==> src/hdl/pst_pkg.sv <==
package pst_pkg;
    // display codes handed to the display driver
    localparam logic [2:0] DISP_BLANK = 3'h0;
    localparam logic [2:0] DISP_ZEROS = 3'h1;
    localparam logic [2:0] DISP_AAAA = 3'h2;
    localparam logic [2:0] DISP_UNCALIBRATED_MESSAGE = 3'h3;
    localparam logic [2:0] DISP_ADDR_REV = 3'h4;
    localparam logic [2:0] DISP_SEGTEST = 3'h5;
    localparam logic [2:0] DISP_STEP = 3'h6;
    localparam logic [2:0] DISP_NORMAL = 3'h7;
    // diagnostic program number, two decimal digits
    localparam logic [3:0] DIAG_DIGIT_HI = 4'h3;
    localparam logic [3:0] DIAG_DIGIT_LO = 4'h3;
    // troubleshooting steps 01..04
    localparam logic [2:0] STEP_FIRST = 3'h1;
    localparam logic [2:0] STEP_LAST = 3'h4;
    localparam int SEG_COUNT = 8;
    localparam logic [2:0] SEG_LAST = 3'h7;
    // segment dwell and address/revision hold, in microseconds
    localparam int SEG_DWELL_US = 200000;
    localparam int INFO_HOLD_US = 1000000;
    localparam int CLK_MHZ = 250;
    localparam int SEG_DWELL_CYC = SEG_DWELL_US * CLK_MHZ;
    localparam int INFO_HOLD_CYC = INFO_HOLD_US * CLK_MHZ;
    localparam int TMR_W = 28;

    typedef enum logic [1:0] {PST_MEM_ROM, PST_MEM_RAM, PST_MEM_NVM} pst_mem_e;
endpackage

==> src/hdl/pst_sync.sv <==
module pst_sync #(
    parameter int W = 1
) (
    input wire logic ref_clk_in,
    input wire logic sys_rst_in,
    input wire logic [W-1:0] async_in,
    output logic [W-1:0] sync_out
);
    logic [W-1:0] meta_r;

    always_ff @(posedge ref_clk_in or posedge sys_rst_in)
    begin
        if (sys_rst_in)
        begin
            meta_r <= '0;
            sync_out <= '0;
        end
        else
        begin
            meta_r <= async_in;
            sync_out <= meta_r;
        end
    end
endmodule // pst_sync

==> src/hdl/pst_top.sv <==
// Functional notes
// - at power up check program memory first; fail halts showing all zeros
// - after program memory passes test RAM; fail halts showing all A
// - then check calibration store; failure shows uncalibrated message, no halt
// - while uncalibrated message shown, any momentary button resumes normal operation
// - all memory tests pass: show bus address and firmware revision
// - after self test, enter default power-up measurement function; code pulses it only after all three tests pass
// - diagnostics first step segments through display with all LEDs on
// - after display test repeat the three memory tests, same outcomes
// - then troubleshooting mode starts at step 01, step shown on display
// - troubleshooting keeps function and range selected before diagnostics
// - each step drives that step's switch and relay controls for function/range; code only outputs step_out
// - each enter press advances to the next troubleshooting step
// - any other momentary button ends diagnostics, restores normal operation
module pst_top #(
    parameter int SEG_DWELL = pst_pkg::SEG_DWELL_CYC,
    parameter int INFO_HOLD = pst_pkg::INFO_HOLD_CYC
) (
    input wire logic ref_clk_in,
    input wire logic sys_rst_in,
    input wire logic mem_done_in,
    input wire logic mem_pass_in,
    input wire logic program_select_button_in,
    input wire logic enter_button_in,
    input wire logic other_button_in,
    input wire logic [3:0] digit_in,
    input wire logic digit_valid_in,
    input wire logic [3:0] function_in,
    input wire logic [2:0] range_in,
    output logic mem_start_out,
    output logic [1:0] mem_sel_out,
    output logic [2:0] disp_code_out,
    output logic [2:0] disp_seg_out,
    output logic [2:0] step_out,
    output logic leds_all_on_out,
    output logic diag_active_out,
    output logic default_function_out,
    output logic [3:0] trace_function_out,
    output logic [2:0] trace_range_out,
    output logic halted_out
);
    typedef enum logic [3:0] {
        ST_MEM_GO, ST_MEM_WAIT, ST_HALT, ST_UNCALIBRATED_MESSAGE, ST_INFO, ST_NORMAL,
        ST_PGM_HI, ST_PGM_LO, ST_SEG, ST_TROUBLE
    } pst_state_e;

    logic [2:0] btn_s;
    logic [3:0] dig_s;
    logic dv_s;
    logic [2:0] btn_d_r;
    logic dv_d_r;
    logic pgm_p, ent_p, oth_p, dig_p;
    logic done_s, pass_s, done_d_r, done_p;
    pst_state_e state_r;
    logic diag_r;
    logic [pst_pkg::TMR_W-1:0] tmr_r;
    logic [2:0] seg_r;

    // done and result share one synchroniser so they stay aligned
    pst_sync #(.W(5)) u_sync_btn (
        .ref_clk_in(ref_clk_in),
        .sys_rst_in(sys_rst_in),
        .async_in({mem_done_in, mem_pass_in, program_select_button_in, enter_button_in,
                   other_button_in}),
        .sync_out({done_s, pass_s, btn_s})
    );
    pst_sync #(.W(5)) u_sync_dig (
        .ref_clk_in(ref_clk_in),
        .sys_rst_in(sys_rst_in),
        .async_in({digit_valid_in, digit_in}),
        .sync_out({dv_s, dig_s})
    );

    always_ff @(posedge ref_clk_in or posedge sys_rst_in)
    begin
        if (sys_rst_in)
        begin
            btn_d_r <= '0;
            dv_d_r <= 1'b0;
            done_d_r <= 1'b0;
        end
        else
        begin
            btn_d_r <= btn_s;
            dv_d_r <= dv_s;
            done_d_r <= done_s;
        end
    end

    assign pgm_p = btn_s[2] & ~btn_d_r[2];
    assign ent_p = btn_s[1] & ~btn_d_r[1];
    assign oth_p = btn_s[0] & ~btn_d_r[0];
    assign dig_p = dv_s & ~dv_d_r;
    assign done_p = done_s & ~done_d_r;

    // sequencer
    always_ff @(posedge ref_clk_in or posedge sys_rst_in)
    begin
        if (sys_rst_in)
        begin
            state_r <= ST_MEM_GO;
            diag_r <= 1'b0;
            tmr_r <= '0;
            seg_r <= '0;
            mem_sel_out <= pst_pkg::PST_MEM_ROM;
            mem_start_out <= 1'b0;
            step_out <= pst_pkg::STEP_FIRST;
            halted_out <= 1'b0;
        end
        else
        begin
            mem_start_out <= 1'b0;
            case (state_r)
                ST_MEM_GO:
                begin
                    mem_start_out <= 1'b1;
                    state_r <= ST_MEM_WAIT;
                end
                ST_MEM_WAIT:
                begin
                    if (done_p)
                    begin
                        if (mem_sel_out == pst_pkg::PST_MEM_NVM)
                        begin
                            tmr_r <= '0;
                            state_r <= pass_s ? ST_INFO : ST_UNCALIBRATED_MESSAGE;
                        end
                        else if (!pass_s)
                        begin
                            halted_out <= 1'b1;
                            state_r <= ST_HALT;
                        end
                        else
                        begin
                            mem_sel_out <= (mem_sel_out == pst_pkg::PST_MEM_ROM) ?
                                pst_pkg::PST_MEM_RAM : pst_pkg::PST_MEM_NVM;
                            state_r <= ST_MEM_GO;
                        end
                    end
                end
                ST_HALT:
                    state_r <= ST_HALT;
                ST_UNCALIBRATED_MESSAGE:
                begin
                    if (pgm_p || ent_p || oth_p)
                    begin
                        state_r <= ST_NORMAL;
                        diag_r <= 1'b0;
                    end
                end
                ST_INFO:
                begin
                    tmr_r <= tmr_r + 1'b1;
                    if (tmr_r == pst_pkg::TMR_W'(INFO_HOLD - 1))
                    begin
                        step_out <= pst_pkg::STEP_FIRST;
                        state_r <= diag_r ? ST_TROUBLE : ST_NORMAL;
                    end
                end
                ST_NORMAL:
                    if (pgm_p)
                        state_r <= ST_PGM_HI;
                ST_PGM_HI:
                begin
                    if (oth_p || ent_p)
                        state_r <= ST_NORMAL;
                    else if (dig_p)
                        state_r <= (dig_s == pst_pkg::DIAG_DIGIT_HI) ? ST_PGM_LO : ST_NORMAL;
                end
                ST_PGM_LO:
                begin
                    if (oth_p || ent_p)
                        state_r <= ST_NORMAL;
                    else if (dig_p)
                    begin
                        if (dig_s == pst_pkg::DIAG_DIGIT_LO)
                        begin
                            diag_r <= 1'b1;
                            tmr_r <= '0;
                            seg_r <= '0;
                            state_r <= ST_SEG;
                        end
                        else
                            state_r <= ST_NORMAL;
                    end
                end
                ST_SEG:
                begin
                    tmr_r <= tmr_r + 1'b1;
                    if (tmr_r == pst_pkg::TMR_W'(SEG_DWELL - 1))
                    begin
                        tmr_r <= '0;
                        seg_r <= seg_r + 1'b1;
                        if (seg_r == pst_pkg::SEG_LAST)
                        begin
                            mem_sel_out <= pst_pkg::PST_MEM_ROM;
                            state_r <= ST_MEM_GO;
                        end
                    end
                end
                ST_TROUBLE:
                begin
                    if (oth_p || pgm_p)
                    begin
                        diag_r <= 1'b0;
                        state_r <= ST_NORMAL;
                    end
                    else if (ent_p)
                        step_out <= (step_out == pst_pkg::STEP_LAST) ?
                            pst_pkg::STEP_FIRST : step_out + 1'b1;
                end
                default:
                    state_r <= ST_MEM_GO;
            endcase
        end
    end

    // display, LED and trace outputs
    always_ff @(posedge ref_clk_in or posedge sys_rst_in)
    begin
        if (sys_rst_in)
        begin
            disp_code_out <= pst_pkg::DISP_BLANK;
            disp_seg_out <= '0;
            leds_all_on_out <= 1'b0;
            diag_active_out <= 1'b0;
            default_function_out <= 1'b0;
            trace_function_out <= '0;
            trace_range_out <= '0;
        end
        else
        begin
            leds_all_on_out <= (state_r == ST_SEG);
            disp_seg_out <= seg_r;
            diag_active_out <= diag_r;
            default_function_out <= (state_r == ST_INFO) && !diag_r &&
                (tmr_r == pst_pkg::TMR_W'(INFO_HOLD - 1));
            // frozen from diagnostic entry, so later selections do not leak in
            if (!diag_r)
            begin
                trace_function_out <= function_in;
                trace_range_out <= range_in;
            end
            case (state_r)
                ST_HALT:
                    disp_code_out <= (mem_sel_out == pst_pkg::PST_MEM_ROM) ?
                        pst_pkg::DISP_ZEROS : pst_pkg::DISP_AAAA;
                ST_UNCALIBRATED_MESSAGE:
                    disp_code_out <= pst_pkg::DISP_UNCALIBRATED_MESSAGE;
                ST_INFO:
                    disp_code_out <= pst_pkg::DISP_ADDR_REV;
                ST_SEG:
                    disp_code_out <= pst_pkg::DISP_SEGTEST;
                ST_TROUBLE:
                    disp_code_out <= pst_pkg::DISP_STEP;
                ST_NORMAL, ST_PGM_HI, ST_PGM_LO:
                    disp_code_out <= pst_pkg::DISP_NORMAL;
                default:
                    disp_code_out <= pst_pkg::DISP_BLANK;
            endcase
        end
    end

    property p_halt_sticks;
        @(posedge ref_clk_in) disable iff (sys_rst_in)
        (state_r == ST_HALT) |=> (state_r == ST_HALT) && halted_out;
    endproperty
    a_halt_sticks: assert property (p_halt_sticks) else $error("halt left");

    property p_ram_after_rom;
        @(posedge ref_clk_in) disable iff (sys_rst_in)
        $changed(mem_sel_out) && (mem_sel_out == pst_pkg::PST_MEM_RAM)
            |-> $past(mem_sel_out) == pst_pkg::PST_MEM_ROM && $past(pass_s);
    endproperty
    a_ram_after_rom: assert property (p_ram_after_rom) else $error("RAM before ROM pass");

    property p_uncalibrated_message_disp;
        @(posedge ref_clk_in) disable iff (sys_rst_in)
        (state_r == ST_UNCALIBRATED_MESSAGE) ##1 (state_r == ST_UNCALIBRATED_MESSAGE)
            |-> disp_code_out == pst_pkg::DISP_UNCALIBRATED_MESSAGE && !halted_out;
    endproperty
    a_uncalibrated_message_disp: assert property (p_uncalibrated_message_disp) else $error("uncalibrated_message display wrong");

    property p_uncalibrated_message_exit;
        @(posedge ref_clk_in) disable iff (sys_rst_in)
        (state_r == ST_UNCALIBRATED_MESSAGE) && oth_p |=> state_r == ST_NORMAL;
    endproperty
    a_uncalibrated_message_exit: assert property (p_uncalibrated_message_exit) else $error("uncalibrated_message not left");

    property p_step_wrap;
        @(posedge ref_clk_in) disable iff (sys_rst_in)
        (state_r == ST_TROUBLE) && ent_p && !oth_p && !pgm_p
            |=> step_out == (($past(step_out) == pst_pkg::STEP_LAST) ?
                pst_pkg::STEP_FIRST : $past(step_out) + 3'h1);
    endproperty
    a_step_wrap: assert property (p_step_wrap) else $error("step advance wrong");

    property p_diag_exit;
        @(posedge ref_clk_in) disable iff (sys_rst_in)
        (state_r == ST_TROUBLE) && oth_p |=> (state_r == ST_NORMAL) ##1 !diag_active_out;
    endproperty
    a_diag_exit: assert property (p_diag_exit) else $error("diag not ended");

    property p_trace_hold;
        @(posedge ref_clk_in) disable iff (sys_rst_in)
        diag_r ##1 diag_r |-> $stable(trace_function_out) && $stable(trace_range_out);
    endproperty
    a_trace_hold: assert property (p_trace_hold) else $error("function changed");

    property p_leds_seg;
        @(posedge ref_clk_in) disable iff (sys_rst_in)
        (state_r == ST_SEG) |=> leds_all_on_out;
    endproperty
    a_leds_seg: assert property (p_leds_seg) else $error("LEDs off in test");
endmodule // pst_top

==> config.mk <==
export PLATFORM = sky130hd
export DESIGN_NAME = pst_top
export DESIGN_NICKNAME = d
export VERILOG_FILES = /design/src/hdl/pst_pkg.sv /design/src/hdl/pst_sync.sv /design/src/hdl/pst_top.sv
export SDC_FILE = /design/constraint.sdc
export NUM_CORES = 1
export LEC_CHECK = 0
export BUFFER_PORTS_ARGS = -buffer_cell sky130_fd_sc_hd__buf_4
export CELL_PAD_IN_SITES_DETAIL_PLACEMENT = 0
export CELL_PAD_IN_SITES_GLOBAL_PLACEMENT = 2
export CORE_AREA = 2 2 105 97
export CTS_CLUSTER_DIAMETER = 150
export DETAILED_ROUTE_END_ITERATION = 8
export DIE_AREA = 0 0 107 99
export GPL_TIMING_DRIVEN = 0
export PLACE_DENSITY = 0.92
export SYNTH_ARGS = -nofsm -noshare
export SYNTH_HDL_FRONTEND = slang
export SYNTH_HIERARCHICAL = 1
export SYNTH_SLANG_ARGS = --single-unit
==> constraint.sdc <==
create_clock -name ref_clk_in -period 4.4 [get_ports ref_clk_in]
set_clock_uncertainty 0.15 [all_clocks]
set_input_delay 1.1 -clock ref_clk_in [delete_from_list [all_inputs] [get_ports ref_clk_in]]
set_output_delay 1.1 -clock ref_clk_in [all_outputs]
set_load 0.005 [all_outputs]
==> results of run 1 <==
## layout make-up
| type | instances | area (um2) | area share [%] |
|---|---|---|---|
| timing repair buffer | 42 | 328 | 7.26 |
| inverter | 19 | 71.3 | 1.58 |
| multi-input combinational | 246 | 1570 | 34.8 |
| tap | 126 | 158 | 3.49 |
| sequential | 84 | 2100 | 46.6 |
| clock inverter | 7 | 88.8 | 1.97 |
| buffer | 13 | 71.3 | 1.58 |
| clock buffer | 9 | 124 | 2.74 |
## logic make-up (layout without fill, tap and decap cells)
group / count (synthesis) / count (layout) / share of synthesized area (%)
AND/OR/NAND/NOR: 141 / 141 / 20.5
adder cells (fa/ha/maj): 5 / 5 / 1.64
buffers and inverters: 32 / 90 / 3.74
multiplexers: 12 / 12 / 3.51
XOR/XNOR: 15 / 15 / 3.44
flip-flops: 84 / 84 / 55.1
AO/OA/AOI/OAI: 73 / 73 / 12.1
## power by group through the flow
stage          Clock, mW  Sequential, mW  Combinational, mW
3_5_place_dp           0           0.979              0.819
2_1_floorplan          0           0.971              0.533
3_3_place_gp           0           0.974              0.815
6_report           0.599           0.963              0.820
5_1_grt            0.653           0.983              0.899
4_1_cts            0.617           0.963              0.821
## worst paths after layout
path | start | to | slack (ns) | depth (start not counted)
worst min register to register | u_sync_btn/meta_r[1] | u_sync_btn/sync_out[1] | 0.20 | 0
max in group asynchronous | sys_rst_in | step_out[0] | 2.82 | 3
worst max register to register | tmr_r[0] | tmr_r[12] | 1.63 | 7
worst max-delay path | tmr_r[0] | tmr_r[12] | 1.63 | 7
worst min-delay path | u_sync_btn/meta_r[1] | u_sync_btn/sync_out[1] | 0.20 | 0
min in group asynchronous | sys_rst_in | u_sync_btn/sync_out[0] | 0.56 | 2
## worst max-delay path: stages (launching register included)
cell and delay [ns]:
dfrtp_1 0.43, ha_1 0.23, nand3_1 0.24, nor4_4 0.39, nand4_2 0.30, a21oi_1 0.63, or2_1 0.19, a31oi_1 0.08
## per-stage QoR
stage | utilization [%] | total power, mW | worst slack [ns] | instances
after floorplan | - | 1.50 | 1.55 | 362
after global placement | 45.2 | 1.79 | 0.659 | 529
after detailed placement | 45.4 | 1.80 | 1.58 | 530
after CTS | 47.6 | 2.40 | 1.55 | 546
after global routing | 47.6 | 2.54 | 1.33 | 546
final | 47.6 | 2.38 | 1.63 | 546
## per-layer routing
layer	GRT usage [%]	vias to the layer above	wire [um]
met3	3.04	12	370
met1	24.0	1348	4040
li1	-	1409	-
met2	23.7	79	3410
met5	0	-	0
met4	6.49	0	159
## state kept, by name, indices dropped and copies added (netlist names), 4 cells and up
name and flops:
u_sync_btn/meta_r 5, tmr_r 28, u_sync_btn/sync_out 5, trace_function_out 4, state_r 4, u_sync_dig/meta_r 5, u_sync_dig/sync_out 5
## cells in the final DEF, fill, tap and decap left out, drive strengths merged, types with 8 or more instances in the layout
| master | count |
|---|---|
| buf | 48 |
| nor3 | 10 |
| mux2 | 8 |
| a21oi | 24 |
| clkbuf | 16 |
| o21ai | 17 |
| nand2 | 23 |
| dfrtp | 83 |
| nor2 | 32 |
| nand3 | 18 |
| nand4 | 16 |
| inv | 24 |
| nand2b | 8 |
| xnor2 | 8 |
==> results.tsv, run 1 <==
metric	value	unit
run status	completed	
vias in the first global route	2742	
Lkg Pwr	2.01	nW
sequential share of power	40.4	%
detailed-route wire length	7980	um
Routability Congestion	0.859	
max_cap viols	0	
initial antenna violation count	0	
Data arrival, critical path	2.84	ns
Yosys Warn Count	6	
P per Cell Area	528	nW/um2
cell row count	34	
Post-CTS Setup Bufs	0	
P&R area growth vs syn	18.3	%
Ports	42	
largest fanout on the critical path	9	
later-pin clock latency in the skew report	0.37	ns
via count	2848	
Slew @ Worst Pin	0.766	ns
DR vias/cell	5.22	
post-CTS resize count	0	
Routed WL per cell	14.6	um
dominant synthesized flop cell	dfrtp_1	
Fin Hold WS	0.204	ns
Die Area	10600	um2
Synth Area per Inst	10.5	um2
drt pass-1 iters	5	
diode count	0	
Net Count, Synth	386	
total gr overflow	0	
ANT nets after route	0	
Num CTS Buffers	9	
Worst VDD drop	0.229	mV
Clock Pin Slew Worst Setup and Hold Paths	0.09	ns
most frequent cell after synthesis	dfrtp_1	
# fillers	850	
largest net degree at the start of global routing	43	
total track usage	16.3	%
H-tree levels	3	
Comb pwr share	34.4	%
crit start category	flop	
design area	4520	um2
first-pass GRT wire length	13600	um
root buf cell	clkbuf_8	
post-synth top area share	54.4	%
share of layout cells above drive strength 1	19.5	%
RSZ-0062 raised after global routing	false	
Setup-failing EPs final	0	
Hold-fix buffers, CTS	0	
Iteration-0 DRC Markers	132	
cells after synthesis	362	
FF+latch count, synth	84	
core area	9490	um2
sw frac	36.8	%
Initial Utilization	40.3	%
CTS sink cnt	84	
DRC Markers	0	
DP Area	4300	um2
sequential area share after synthesis	55.1	%
worst hold-check path type	reg2reg	
fin crit period	2.77	ns
element type at the critical path end	flop	
Max-slew headroom	48.5	%
worst-case clock buffer depth	2	
chip width	107	um
internal cell power	1.51	mW
most frequent cells after synthesis	dfrtp_1 (83), nor2_1 (31), a21oi_1 (24)	
P_sw	877	uW
Post-synth EDFFs	0	
synth unique cells	59	
required time of the critical path	4.47	ns
port bufs	41	
layout net count	439	
Cell Area, Synth	3820	um2
Fmax	361	MHz
CTS tree	yes	
setup TNS	0	ns
Synth area leaders	dfrtp_1 (54%), a21oi_1 (3.1%), nor2_1 (3.0%), nand4_1 (2.5%), nand3_1 (2.4%)	
HPWL after DPL	5660	um
clock share of power	25.1	%
Synth area leader	dfrtp_1	
Die Y	99	um
FFs w/ async S/R, synth	100	%
Final Slew Violations	0	
Final Hold Violating Endpoints	0	
Crit Path Category	reg2reg	
Tcrit/Tclk final	62.9	%
Power figures use the tool's default switching activity.
==> run 2, diff against run 1 <==
ABC_AREA = 1   (was unset)
CORE_AREA = 2 2 122 112   (was 2 2 105 97)
DIE_AREA = 0 0 124 114   (was 0 0 107 99)
PLACE_DENSITY = 0.88   (was 0.92)
clock period = 2.75 ns   (was 4.4 ns; I/O delays follow)
==> run 2 against run 1 <==
  * Count of clock-buffer cells in the layout unchanged
  * Largest cell class unchanged
  * Die area up 33%
  * Critical endpoint is now tmr_r[20]
  * Combinational power up 44%
  * Via count up 35%
==> results.tsv, run 2 <==
metric	value	unit	change
share of layout cells above drive strength 1	14.9	%	-4.6 points
CTS sink cnt	84		unchanged
Final Hold Violating Endpoints	0		unchanged
H-tree levels	3		unchanged
Reg2Reg Depth	9		+2
slowest CP cell	dfrtp_1		
FFs w/ async S/R, synth	100	%	unchanged
most frequent cells after synthesis	nand2_1 (196), dfrtp_1 (83), nor2_1 (75)		
Initial Utilization	34.0	%	-6.2 points
Fmax	420	MHz	+16%
most frequent cell after synthesis	nand2_1		
max_cap viols	0		unchanged
via count	3857		+35%
Die Area	14100	um2	+33%
Final Slew Violations	0		unchanged
Ports	42		unchanged
RSZ-0062 raised after global routing	false		
Reg-to-Reg Start	tmr_r[0]		
CP top delay family	simple AND/OR/NAND/NOR gates		
crit-path cells	ha_1, inv_1, nor2_4, nand3_1, nor2_1, nand2_2, buf_2, nand4_1, nand3_1		
Post-synth EDFFs	0		unchanged
total track usage	18.1	%	+1.9 points
largest net degree at the start of global routing	65		+51%
Synth area leader	dfrtp_1		
max FFs per register	28		unchanged
Iteration-0 DRC Markers	197		+49%
Worst VDD drop	0.364	mV	+59%
dominant synthesized flop cell	dfrtp_1		
Worst Path Buf+Inv	2		+2
Synth area leaders	dfrtp_1 (47%), nand2_1 (17%), nand3_1 (6.6%), nor2_1 (6.4%), inv_1 (4.1%)		
first-pass GRT wire length	19600	um	+44%
Cell Area, Synth	4430	um2	+16%
Slew @ Worst Pin	0.828	ns	+0.0621 ns
Data arrival, critical path	2.46	ns	-0.38 ns
setup TNS	0	ns	unchanged
Non-Filler Instances	805		+47%
flop2flop setup slack	0.37	ns	-1.26 ns
root buf cell	clkbuf_16		
total gr overflow	0		unchanged
Lkg Pwr	2.48	nW	+24%
ANT nets after route	0		unchanged
Num CTS Buffers	9		unchanged
drt pass-1 iters	4		-1
Crit Path Category	reg2reg		
vias in the first global route	3836		+40%
P per Cell Area	767	nW/um2	+45%
required time of the critical path	2.83	ns	-1.64 ns
detailed-route wire length	11700	um	+47%
post-synth top area share	46.9	%	-7.5 points
initial antenna violation count	0		unchanged
final worst-path setup slack	0.368	ns	-1.26 ns
largest fanout on the critical path	10		+1
P&R area growth vs syn	19.0	%	
HPWL after DPL	8720	um	+54%
DRC Markers	0		unchanged
FF+latch count, synth	84		unchanged
commonest cells after routing, fill and taps aside	nand2_1 (196), dfrtp_1 (83), nor2_1 (75), nand3_1 (58), inv_1 (47)		
synth unique cells	37		-37%
Hold-fix buffers, CTS	0		unchanged
Routability Congestion	0.910		+5.9%
crit start category	flop		
CP max stage delay	0.46	ns	-0.17 ns
Yosys Warn Count	6		unchanged
layout net count	656		+49%
fin crit period	2.38	ns	-0.387 ns
Post-Place Worst Slack	0.383	ns	-1.20 ns
worst hold-check path type	in2async		
Setup-failing EPs final	0		unchanged
element type at the critical path end	flop		
later-pin clock latency in the skew report	0.35	ns	-0.02 ns
Clock Pin Slew Worst Setup and Hold Paths	0.07	ns	-0.02 ns
Tcrit/Tclk final	86.6	%	+24 points
cell row count	40		+18%
worst-case clock buffer depth	2		unchanged
Post-CTS Setup Bufs	0		unchanged
Die Y	114	um	+15%
chip width	124	um	+16%
sequential area share after synthesis	47.5	%	-7.6 points
Net Count, Synth	604		+56%
Max-slew headroom	44.8	%	-3.7 points
Synth Area per Inst	7.63	um2	-28%
most flop-heavy register	tmr_r		
Inst Count DP	789		+49%
CTS tree	yes		
core area	13000	um2	+37%
most common cell after layout, fill and taps aside	nand2_1		
r2r endpoint	tmr_r[20]		
port bufs	41		unchanged
cells after synthesis	580		+60%
cell mode on critical path	nand3_1		
DR vias/cell	4.79		-8.1%
diode count	0		unchanged
post-CTS resize count	0		unchanged
run status	completed		
Routed WL per cell	14.6	um	-0.16%
run 2: changes by cell type after synthesis, sizes merged, moves of 6 or more:
cell | before | now
nor2b | 6 | 0
a21oi | 24 | 5
o211ai | 3 | 12
nor2 | 32 | 84
mux2 | 8 | 0
xnor2 | 8 | 2
nand2 | 23 | 206
nor3 | 10 | 3
inv | 19 | 54
nand3 | 18 | 61
nand2b | 8 | 0
a31oi | 7 | 0
run 2: report_power, final:
part / internal (mW) / switching (mW)
Clock: 0.730 / 0.571
Sequential: 1.42 / 0.132
Combinational: 0.428 / 0.756
Total: 2.58 / 1.46
run 2: logic make-up (layout without fill, tap and decap cells):
family / after synthesis / in the layout / share of synthesized area [%]
flip-flops: 84 / 84 / 47.5
AO/OA/AOI/OAI: 37 / 37 / 5.34
buffers and inverters: 67 / 124 / 6.13
XOR/XNOR: 12 / 12 / 2.37
adder cells (fa/ha/maj): 5 / 5 / 1.41
AND/OR/NAND/NOR: 375 / 375 / 37.2
run 2: layer usage:
metal,wire length (um),track usage (%)
met1,5200,23.0
met2,6010,31.7
met3,422,3.30
met4,114,4.72
met5,0,0
run 2: how the worst max path moves through the flow:
stage / start / endpoint / slack, ns / cells past startpoint
floorplan: sys_rst_in / btn_d_r[0] / 0.32 / 1
global placement: sys_rst_in / tmr_r[13] / -0.72 / 2
detailed placement: tmr_r[0] / tmr_r[21] / 0.38 / 9
CTS: tmr_r[0] / tmr_r[22] / 0.36 / 9
global route: tmr_r[0] / tmr_r[20] / 0.21 / 9
finish: tmr_r[0] / tmr_r[20] / 0.37 / 9
run 2: layout make-up:
| class | instances | area [um2] |
|---|---|---|
| fill | 1382 | 7750 |
| sequential | 84 | 2100 |
| multi-input combinational | 429 | 2050 |
| timing repair buffer | 41 | 308 |
| clock buffer | 9 | 225 |
| tap | 168 | 210 |
| inverter | 55 | 209 |
| clock inverter | 7 | 93.8 |
| buffer | 12 | 65.1 |
run 2: metrics by stage:
| step | area (um2) | hold WS (ns) | utilization, % | power [mW] |
|---|---|---|---|---|
| floorplan | 4430 | 0.181 | - | 2.32 |
| global placement | 4940 | 0.183 | 38.0 | 2.77 |
| detailed placement | 4950 | 0.185 | 38.0 | 2.78 |
| CTS | 5270 | 0.186 | 40.5 | 4.09 |
| global route | 5270 | 0.196 | 40.5 | 4.29 |
| finish | 5270 | 0.181 | 40.5 | 4.04 |
==> run 3, diff against run 2 <==
--- a/config.mk
+++ b/config.mk
@@ -11,6 +11,6 @@
 export CELL_PAD_IN_SITES_GLOBAL_PLACEMENT = 2
-export CORE_AREA = 2 2 122 112
+export CORE_AREA = 3 3 123 113
 export CTS_CLUSTER_DIAMETER = 150
 export DETAILED_ROUTE_END_ITERATION = 8
-export DIE_AREA = 0 0 124 114
+export DIE_AREA = 0 0 126 116
 export GPL_TIMING_DRIVEN = 0
==> constraint.sdc (replaced) <==
create_clock -name ref_clk_in -period 2.32 [get_ports ref_clk_in]
set_clock_uncertainty 0.15 [all_clocks]
set_input_delay 0.58 -clock ref_clk_in [delete_from_list [all_inputs] [get_ports ref_clk_in]]
set_output_delay 0.58 -clock ref_clk_in [all_outputs]
set_load 0.02 [all_outputs]
==> run 3 against run 2 <==
  * Register-to-register slack worse by 0.17 ns
  * Power up 20%
  * Sequential power up 19%
  * Critical endpoint is now tmr_r[13]
  * Cell count shrank 0.37%
  * Critical path depth is the same
  * Routed wire length shrank 1.3%
  * Worst setup slack worse by 0.17 ns
  * Clock power rose by 8%
  * First-iteration DRC count is 50% higher
  * Largest power group unchanged
  * Count of clock-buffer cells in the layout increased by 1
  * Global-route usage fell by 1.4 points
  * Fmax increased by 12%
==> results.tsv, run 3 (synthesized netlist as in run 2, its figures left out) <==
metric	value	unit	change
run status	completed		
Routability Congestion	0.929		+2.1%
Data arrival, critical path	2.20	ns	-0.26 ns
Clock Pin Slew Worst Setup and Hold Paths	0.06	ns	about the same
Die Area	14600	um2	+3.4%
Initial Utilization	34.9	%	+0.87 points
FF/Latch Area	2100	um2	about the same
flop2flop setup slack	0.20	ns	-0.17 ns
Fin Hold WS	0.0669	ns	-0.114 ns
via count	3960		+2.7%
Ports	42		unchanged
Worst VDD drop	0.505	mV	+39%
first-pass GRT wire length	19300	um	-1.7%
most common cell after layout, fill and taps aside	nand2_1		
CTS sink cnt	84		unchanged
largest fanout on the critical path	10		unchanged
HPWL after DPL	8720	um	about the same
later-pin clock latency in the skew report	0.35	ns	about the same
Final Hold Violating Endpoints	0		unchanged
CTS tree	yes		
crit start category	flop		
Slew @ Worst Pin	0.835	ns	+0.00723 ns
P&R area growth vs syn	18.9	%	about the same
H-tree levels	3		unchanged
worst-case clock buffer depth	2		unchanged
# fillers	1299		-6.0%
drt pass-1 iters	5		+1
r2r endpoint	tmr_r[13]		
most flop-heavy register	tmr_r		
Lkg Pwr	2.47	nW	-0.49%
diode count	0		unchanged
commonest cells after routing, fill and taps aside	nand2_1 (196), dfrtp_1 (82), nor2_1 (75), nand3_1 (58), inv_1 (47)		
root buf cell	clkbuf_16		
slowest CP cell	dfrtp_2		
Fmax	471	MHz	+12%
RSZ-0062 raised after global routing	false		
layout net count	657		+0.15%
Tcrit/Tclk final	91.6	%	+5.0 points
cell mode on critical path	nand3_1		
area of the multi-input gates	2060	um2	+0.61%
Hold-fix buffers, CTS	0		unchanged
Reg2Reg Depth	9		unchanged
total gr overflow	0		unchanged
total track usage	16.7	%	-1.4 points
CP max stage delay	0.45	ns	about the same
worst hold-check path type	in2async		
Max-slew headroom	44.2	%	-0.60 points
max_cap viols	0		unchanged
met1 usage	22.8	%	-0.23 points
Most Crowded Layer GR	met2		
total power after layout	4.83	mW	+20%
met2 Use GR	26.4	%	-5.3 points
Setup-failing EPs final	0		unchanged
Reg-to-Reg Start	tmr_r[0]		
Die Y	116	um	+1.8%
cell row count	39		-2.5%
crit-path cells	ha_4, inv_1, nor2_4, nand3_1, nor2_1, nand2_2, buf_2, nand3_1, nand3_1		
required time of the critical path	2.40	ns	-0.43 ns
vias in the first global route	3803		-0.86%
Iteration-0 DRC Markers	295		+50%
Num CTS Buffers	9		unchanged
share of layout cells above drive strength 1	15.2	%	+0.29 points
fin crit period	2.12	ns	-0.258 ns
Crit Path Category	reg2reg		
ANT nets after route	0		unchanged
chip width	126	um	+1.6%
detailed-route wire length	11600	um	-1.3%
largest net degree at the start of global routing	38		-42%
Final Slew Violations	0		unchanged
DRC Markers	0		unchanged
port bufs	41		unchanged
GR Layer Usage met3	4.98	%	+1.7 points
P per Cell Area	917	nW/um2	+20%
initial antenna violation count	0		unchanged
Routed WL per cell	14.5	um	-0.89%
DR vias/cell	4.94		+3.1%
element type at the critical path end	flop		
max FFs per register	28		unchanged
core area	12700	um2	-2.5%
[run 3: cell types whose count changed in the layout (fill, tap and decap cells not counted), sizes merged]
cell	change
buf	+1
bufinv	-1
clkbuf	+1
clkinv	-1
clkinvlp	+1
[run 3: report_power, final]
group,internal (mW),total (mW),switching [mW]
sequential,1.69,1.85,0.163
combinational,0.533,1.57,1.04
clock,0.751,1.40,0.653
[run 3: final cells by class]
class / instances / area share, %
inverters: 55 / 4.00
flip-flops and latches: 84 / 40.0
multi-input cells: 429 / 39.2
repair buffers: 42 / 6.23
well taps: 164 / 3.90
clock inverters: 6 / 1.07
clock buffers: 10 / 4.35
plain buffers: 12 / 1.24
[run 3: metal layers]
metal	wire length [um]	part of all wire, %
met3	596	5.1
met5	0	0
met2	5360	46
met4	114	0.98
met1	5530	48
[run 3: worst max path at each step]
| stage | startpoint | endpoint | slack (ns) | cells past startpoint |
|---|---|---|---|---|
| detailed placement | tmr_r[0] | tmr_r[13] | -0.02 | 9 |
| CTS | tmr_r[0] | tmr_r[13] | 0.07 | 9 |
| global route | tmr_r[0] | state_r[3] | 0.07 | 10 |
| global placement | tmr_r[0] | tmr_r[21] | 0.04 | 9 |
| finish | tmr_r[0] | tmr_r[13] | 0.20 | 9 |
| floorplan | tmr_r[0] | tmr_r[17] | 0.47 | 9 |
[run 3: timing repair]
action | CTS | global route
setup endpoints to repair | 13 | 21
gates resized for setup | 1 | 2
setup buffers | 0 | 0
[run 3: worst max-delay path, delay by kind of cell, from the launching register on]
| kind | cells | cell delay [ns] |
|---|---|---|
| buf+inv | 2 | 0.34 |
| flops | 1 | 0.45 |
| fa+ha+maj | 1 | 0.21 |
| simple gates | 6 | 0.84 |
[run 3: stage by stage]
step	setup WS, ns	cell area [um2]	util, %	instances	TNS, ns
floorplan	0.475	4430	-	580	0
global placement	0.0367	4940	39.0	785	0
detailed placement	-0.0217	4960	39.1	786	-0.0738
CTS	0.0656	5250	41.4	802	0
global route	0.0662	5260	41.5	802	0
finish	0.196	5260	41.5	802	0
